==> config.mk <==
export PLATFORM = sky130hd
export DESIGN_NAME = jk_flip_flop_with_direct_set
export DESIGN_NICKNAME = d
export VERILOG_FILES = /design/src/common/jk_ff_pkg.sv /design/src/core/pin_sync.sv /design/src/core/jk_flip_flop_with_direct_set.sv
export SDC_FILE = /design/constraint.sdc
export NUM_CORES = 1
export LEC_CHECK = 0
export ABC_AREA = 1
export BUFFER_PORTS_ARGS = -buffer_cell sky130_fd_sc_hd__buf_2
export CORE_MARGIN = 4
export CORE_UTILIZATION = 50
export CTS_CLUSTER_DIAMETER = 100
export DETAILED_ROUTE_END_ITERATION = 12
export GPL_TIMING_DRIVEN = 0
export PLACE_DENSITY = 0.71
export SLEW_MARGIN = 20
export SYNTH_ARGS = -nofsm -noshare
export SYNTH_HDL_FRONTEND = slang
export SYNTH_SLANG_ARGS = --single-unit
==> constraint.sdc <==
create_clock -name clk_i -period 1.5 [get_ports clk_i]
set_clock_uncertainty 0.05 [all_clocks]
set_input_delay 0.075 -clock clk_i [delete_from_list [all_inputs] [get_ports clk_i]]
set_output_delay 0.075 -clock clk_i [all_outputs]
set_load 0.01 [all_outputs]
==> src/common/jk_ff_pkg.sv <==
// Constants and types for the JK flip-flop with direct set
// Behaviour
// - Capture gated data inputs on trigger rise
// - Outputs change on later trigger fall, or on data edges in master-slave mode
// - Fall action: toggle, clear, set or hold
// - Direct set pair decode per level table
// - Direct set overrides trigger and data inputs
// - Set inputs active low; high has no effect
// - Master-slave variant: master follows data levels while trigger high
// - Master-slave: data edges may trigger change
// - Effective data is AND of three pins
// - Master-slave: both data falling with trigger high toggles
package jk_ff_pkg;

  // ************************************************************
  // Widths and reset values
  // ************************************************************
  localparam int SYNC_STAGES = 2;
  localparam int PIN_W = 10;
  localparam logic [9:0] PIN_RESET = 10'h006;
  localparam logic Q_RESET = 1'h0;
  localparam logic SET_INACTIVE = 1'h1;

  // ************************************************************
  // Direct set pair codes, preset then clear
  // ************************************************************
  localparam logic [1:0] SET_FORCE_LOW = 2'h2;
  localparam logic [1:0] SET_FORCE_HIGH = 2'h1;
  localparam logic [1:0] SET_BOTH_LOW = 2'h0;
  localparam logic [1:0] SET_NONE = 2'h3;

  // ************************************************************
  // Trigger phase states
  // ************************************************************
  typedef enum logic [1:0] {
    TRIG_LOW = 2'b00,
    TRIG_HIGH = 2'b01
  } trig_state_t;

  // ************************************************************
  // Pin bundle
  // ************************************************************
  typedef struct packed {
    logic trigger;
    logic set_a;
    logic set_b;
    logic set_c;
    logic clr_a;
    logic clr_b;
    logic clr_c;
    logic preset_n;
    logic clear_n;
    logic ms_mode;
  } pins_t;

endpackage : jk_ff_pkg

==> src/core/pin_sync.sv <==
// Two-stage synchroniser for asynchronous pins
`timescale 1ns/1ps

module pin_sync #(
  parameter int WIDTH = 1,
  parameter logic [WIDTH-1:0] RESET_VALUE = '0
) (
  input wire logic clk_i,
  input wire logic rst_i,
  input wire logic [WIDTH-1:0] async_i,
  output logic [WIDTH-1:0] sync_o
);

  logic [WIDTH-1:0] stage1_reg;

  // ************************************************************
  // Synchroniser stages
  // ************************************************************
  always_ff @(posedge clk_i)
  begin
    if (rst_i)
    begin
      stage1_reg <= RESET_VALUE;
      sync_o <= RESET_VALUE;
    end
    else
    begin
      stage1_reg <= async_i;
      sync_o <= stage1_reg;
    end
  end

endmodule : pin_sync

==> src/core/jk_flip_flop_with_direct_set.sv <==
// JK flip-flop with gated data inputs and direct set override
`timescale 1ns/1ps

module jk_flip_flop_with_direct_set (
  input wire logic clk_i,
  input wire logic rst_i,
  input wire logic trigger_i,
  input wire logic set_side_gate_in_a_i,
  input wire logic set_side_gate_in_b_i,
  input wire logic set_side_gate_in_c_i,
  input wire logic clear_side_gate_in_a_i,
  input wire logic clear_side_gate_in_b_i,
  input wire logic clear_side_gate_in_c_i,
  input wire logic async_preset_n_i,
  input wire logic async_clear_n_i,
  input wire logic master_slave_mode_i,
  output logic true_out_o,
  output logic comp_out_o
);

  // ************************************************************
  // Declarations
  // ************************************************************
  jk_ff_pkg::pins_t raw_pins;
  jk_ff_pkg::pins_t pins;
  jk_ff_pkg::trig_state_t trig_state_reg;
  jk_ff_pkg::trig_state_t trig_state_next;
  logic j_eff;
  logic k_eff;
  logic j_prev_reg;
  logic k_prev_reg;
  logic master_j_reg;
  logic master_k_reg;
  logic trig_rise;
  logic trig_fall;
  logic j_fall;
  logic k_fall;
  logic data_trigger;
  logic [1:0] set_pair;
  logic q_reg;
  logic q_next;
  logic true_next;
  logic comp_next;

  // ************************************************************
  // Pin synchronisation
  // ************************************************************
  always_comb
  begin
    raw_pins.trigger = trigger_i;
    raw_pins.set_a = set_side_gate_in_a_i;
    raw_pins.set_b = set_side_gate_in_b_i;
    raw_pins.set_c = set_side_gate_in_c_i;
    raw_pins.clr_a = clear_side_gate_in_a_i;
    raw_pins.clr_b = clear_side_gate_in_b_i;
    raw_pins.clr_c = clear_side_gate_in_c_i;
    raw_pins.preset_n = async_preset_n_i;
    raw_pins.clear_n = async_clear_n_i;
    raw_pins.ms_mode = master_slave_mode_i;
  end

  pin_sync #(
    .WIDTH(jk_ff_pkg::PIN_W),
    .RESET_VALUE(jk_ff_pkg::PIN_RESET)
  ) u_pin_sync (
    .clk_i(clk_i),
    .rst_i(rst_i),
    .async_i(raw_pins),
    .sync_o(pins)
  );

  // ************************************************************
  // Gated data inputs
  // ************************************************************
  assign j_eff = pins.set_a & pins.set_b & pins.set_c;
  assign k_eff = pins.clr_a & pins.clr_b & pins.clr_c;

  // ************************************************************
  // Trigger phase tracking
  // ************************************************************
  always_comb
  begin
    trig_state_next = trig_state_reg;
    trig_rise = 1'b0;
    trig_fall = 1'b0;
    case (trig_state_reg)
      jk_ff_pkg::TRIG_LOW:
      begin
        if (pins.trigger)
        begin
          trig_state_next = jk_ff_pkg::TRIG_HIGH;
          trig_rise = 1'b1;
        end
      end
      jk_ff_pkg::TRIG_HIGH:
      begin
        if (!pins.trigger)
        begin
          trig_state_next = jk_ff_pkg::TRIG_LOW;
          trig_fall = 1'b1;
        end
      end
      default:
      begin
        trig_state_next = jk_ff_pkg::TRIG_LOW;
      end
    endcase
  end

  always_ff @(posedge clk_i)
  begin
    if (rst_i)
    begin
      trig_state_reg <= jk_ff_pkg::TRIG_LOW;
    end
    else
    begin
      trig_state_reg <= trig_state_next;
    end
  end

  // ************************************************************
  // Data edge detection
  // ************************************************************
  always_ff @(posedge clk_i)
  begin
    if (rst_i)
    begin
      j_prev_reg <= 1'b0;
      k_prev_reg <= 1'b0;
    end
    else
    begin
      j_prev_reg <= j_eff;
      k_prev_reg <= k_eff;
    end
  end

  assign j_fall = j_prev_reg & ~j_eff;
  assign k_fall = k_prev_reg & ~k_eff;
  // Data edges act only in master-slave mode, trigger held high
  assign data_trigger = pins.ms_mode & pins.trigger & ~trig_rise
    & (j_fall | k_fall);

  // ************************************************************
  // Master stage
  // ************************************************************
  always_ff @(posedge clk_i)
  begin
    if (rst_i)
    begin
      master_j_reg <= 1'b0;
      master_k_reg <= 1'b0;
    end
    else if (trig_rise)
    begin
      master_j_reg <= j_eff;
      master_k_reg <= k_eff;
    end
    else if (pins.ms_mode && pins.trigger)
    begin
      // Level response: master follows data while trigger high
      master_j_reg <= j_eff;
      master_k_reg <= k_eff;
    end
  end

  // ************************************************************
  // Next state
  // ************************************************************
  assign set_pair = {pins.preset_n, pins.clear_n};

  always_comb
  begin
    q_next = q_reg;
    true_next = q_reg;
    comp_next = ~q_reg;
    case (set_pair)
      jk_ff_pkg::SET_FORCE_LOW:
      begin
        q_next = 1'b0;
      end
      jk_ff_pkg::SET_FORCE_HIGH:
      begin
        q_next = 1'b1;
      end
      jk_ff_pkg::SET_BOTH_LOW:
      begin
        q_next = q_reg;
      end
      jk_ff_pkg::SET_NONE:
      begin
        // Clocked path only while both set inputs high
        if (data_trigger)
        begin
          if (j_fall && k_fall)
          begin
            q_next = ~q_reg;
          end
          else if (j_fall)
          begin
            q_next = 1'b1;
          end
          else
          begin
            q_next = 1'b0;
          end
        end
        else if (trig_fall)
        begin
          case ({master_j_reg, master_k_reg})
            2'b11: q_next = ~q_reg;
            2'b01: q_next = 1'b0;
            2'b10: q_next = 1'b1;
            default: q_next = q_reg;
          endcase
        end
      end
      default:
      begin
        q_next = q_reg;
      end
    endcase
    true_next = q_next;
    comp_next = ~q_next;
    if (set_pair == jk_ff_pkg::SET_BOTH_LOW)
    begin
      true_next = 1'b1;
      comp_next = 1'b1;
    end
  end

  // ************************************************************
  // Stored state
  // ************************************************************
  always_ff @(posedge clk_i)
  begin
    if (rst_i)
    begin
      q_reg <= jk_ff_pkg::Q_RESET;
    end
    else
    begin
      q_reg <= q_next;
    end
  end

  // ************************************************************
  // Output flops
  // ************************************************************
  always_ff @(posedge clk_i)
  begin
    if (rst_i)
    begin
      true_out_o <= jk_ff_pkg::Q_RESET;
      comp_out_o <= ~jk_ff_pkg::Q_RESET;
    end
    else
    begin
      true_out_o <= true_next;
      comp_out_o <= comp_next;
    end
  end

endmodule : jk_flip_flop_with_direct_set

==> results.ini <==
[logic_synthesis]
mappedNetlistNets = 119
ys.warnings.count = 0
synth_top_area_share = 0.5997
synth-compound-area-share = 0.04016
number_of_distinct_standard_cells_referenced_by_the_synthesized_netlist = 16
synth_simple_gate_area_frac = 0.2276
synth_seq_cells = 28
syn-instance-count = 105
post_synthesis_cell_type_with_the_largest_combined_area = sky130_fd_sc_hd__dfxtp_1
synth_top_family_by_area = simple AND/OR/NAND/NOR gates
yosys.area_share.adder = 0.02677
syn-mean-instance-area_sq_um = 8.901
synth.yosys.seq_area_share = 0.5997
synth_area_in_xor_xnor = 0.009371
synthesis.area_sq_um = 934.6
synth_area_leaders = sky130_fd_sc_hd__dfxtp_1 60%, sky130_fd_sc_hd__nor2_1 10%, sky130_fd_sc_hd__inv_1 8.0%
mux_share_of_post_synthesis_cell_area = 0

[drt]
routed-wl-met2_um = 747
topRoutingLayerUsed = met4
routed_wirelength_um = 1418
number_of_vias_per_cell = 4.287
routedLengthMet1_um = 591
route.detailed.drc = 0
drtIter0Drc = 6
vias = 673
wl_met3_um = 63
drt_pre_antenna_iters = 4
routedWlPerCell_um = 9.032
drtAntennaViolNets = 0

[die]
rows = 15
die_area_sq_um = 2625
core_sq_um = 1745
die_width_um = 51.24
start_util = 0.5355
chipHeight_um = 51.24
number_of_placed_i_o_pins = 14

[place]
place.port_buffers = 12
placement.setup.worst_slack_ps = 207.3
place.detailed.hpwl_um = 915.1
gp_congestion = 0.7404
placed_cells_incl_taps = 142

[cts]
tritoncts_clock_tree = yes
postCtsSetupRepairBufs = 0
clock_tree.htree_level_count = 1
post_cts.resized_instances = 0
clkLatencyLatePin_ps = 320
clockRootBuffer = sky130_fd_sc_hd__clkbuf_4
worst_setup_hold_path_clk_slew_ps = 140
cts_max_path_buffers = 2
cts-buffers-inserted = 3
total_clock_sinks = 28

[cells_and_area]
final_cell_mix = 28 x sky130_fd_sc_hd__dfxtp_1, 25 x sky130_fd_sc_hd__nor2_1, 20 x sky130_fd_sc_hd__inv_1
layout-drive-gt1-share = 0.1894
num_antenna_cells = 0
finalNetCount = 147
flow.area_growth_from_synthesis_pct = 27.18
final_common_cell = sky130_fd_sc_hd__dfxtp_1
finish.cell_count_without_fillers = 157
layout.core_utilization = 0.6810

[timing]
slew_headroom = 0.8742
period_needed_ps = 1303
fmax_mhz = 767.2
timing.final.crit_share = 0.8689
timing_worst_slew_pin_value_ps = 188.6
maxSlewViolCount = 0
setup_viol = 0
hold_viol = 0
unrepaired_setup_endpoints_after_global_routing = false
post_layout_worst_setup_margin_ps = 196.6
fin_setup_tns_ps = 0

[run]
drv_cap = 0

[worst_hold_path]
min_from = u_pin_sync.stage1_reg[9]$_SDFF_PP0_
min_path_type = reg -> reg

[global_route]
pin_count_of_the_biggest_net_entering_global_routing = 17
gr-usage-all-layers = 0.1340
grt_antenna_before_repair = 0
grt_first_pass_wirelength_um = 2580
first_global_vias = 604
globalRoute.totalOverflow = 0

[setup_path]
crit_fanout = 3
critPathKind = reg -> reg
crit_start = trig_state_reg[0]$_SDFFE_PP0P_
r2r-start = trig_state_reg[0]$_SDFFE_PP0P_
r2r_cells = 8
worst_setup_path_endpoint = q_reg$_SDFF_PP0_
required_ps = 1670
r2r_setup_slack_ps = 200
critPathCaptureType = flop
critPathArrivalTime_ps = 1480
startpoint_type = flop
worstReg2RegEnd = q_reg$_SDFF_PP0_

[run_status]
run_status = finished, final reports clean

[power]
power_per_unit_of_standard_cell_area_nw_per_um2 = 1201
leakage_nw = 0.5528
vdd_drop_max_mv = 0.7591

==> cells by family (layout without fill, tap and decap cells) <==
kind of cell    Yosys count  count (layout)
buf+inv                  23              50
compound gates            6               6
xor+xnor                  1               1
flops                    28              28
simple gates             45              45
fa+ha+maj                 2               2
==> power breakdown <==
group	switching, mW	internal (mW)	leakage (nW)	total, mW
registers	0.0216	0.789	0.231	0.810
clock network	0.209	0.270	0.0279	0.479
logic	0.0660	0.0718	0.294	0.138
==> worst max-delay path, stage by stage (launching register included) <==
cell	delay (ps)
sky130_fd_sc_hd__dfxtp_1	390
sky130_fd_sc_hd__inv_1	60
sky130_fd_sc_hd__ha_1	210
sky130_fd_sc_hd__nor2_4	130
sky130_fd_sc_hd__nand3_2	70
sky130_fd_sc_hd__nor2_1	100
sky130_fd_sc_hd__nor2_1	60
sky130_fd_sc_hd__nand2_2	70
sky130_fd_sc_hd__a21oi_1	60
==> layer usage <==
layer | track usage | vias up
li1 | - | 361
met1 | 0.1481 | 298
met2 | 0.2361 | 12
met3 | 0.03499 | 2
met4 | 0.06550 | 0
met5 | 0 | -
==> worst min path at each step <==
stage	to	slack [ps]	cells past startpoint
finish	u_pin_sync.sync_o[9]$_SDFF_PP0_	360	2
global route	u_pin_sync.sync_o[6]$_SDFF_PP0_	380	2
CTS	u_pin_sync.sync_o[9]$_SDFF_PP0_	360	2
detailed placement	u_pin_sync.stage1_reg[2]$_SDFF_PP1_	200	2
global placement	u_pin_sync.stage1_reg[2]$_SDFF_PP1_	200	2
floorplan	u_pin_sync.stage1_reg[1]$_SDFF_PP1_	120	1
==> cell usage after synthesis, drive strengths merged <==
| cell type | count |
|---|---|
| nand2 | 10 |
| o21bai | 1 |
| a21oi | 2 |
| nand3 | 5 |
| dfxtp | 28 |
| a211oi | 2 |
| nor2 | 26 |
| buf | 3 |
| xor2 | 1 |
| o21ai | 1 |
| inv | 20 |
| or2 | 4 |
| ha | 2 |
==> per-stage QoR <==
stage	total power [mW]	hold slack, ps	area, sq um
6_report	1.427	362.5	1189
3_5_place_dp	0.9435	204.3	1026
5_1_grt	1.502	378.6	1189
4_1_cts	1.438	364.9	1189
2_1_floorplan	0.9077	122.1	934.6
3_3_place_gp	0.9369	201.3	1026
==> repair_timing <==
action | in CTS | in global routing
hold endpoints to repair | 13 | 0
endpoints found under the setup margin | 0 | 0
hold buffers | 11 | 0
==> cell type report <==
type                            instances  area (sq um)
Sequential cell                        28         560.5
Fill cell                             140         556.8
Multi-Input combinational cell         54         284.0
Timing Repair Buffer                   23         170.2
Inverter                               20         75.07
Tap cell                               25         31.28
Clock inverter                          1         30.03
Clock buffer                            3         22.52
Buffer                                  3         15.01
Note: power is estimated with default switching activity, not from simulation.
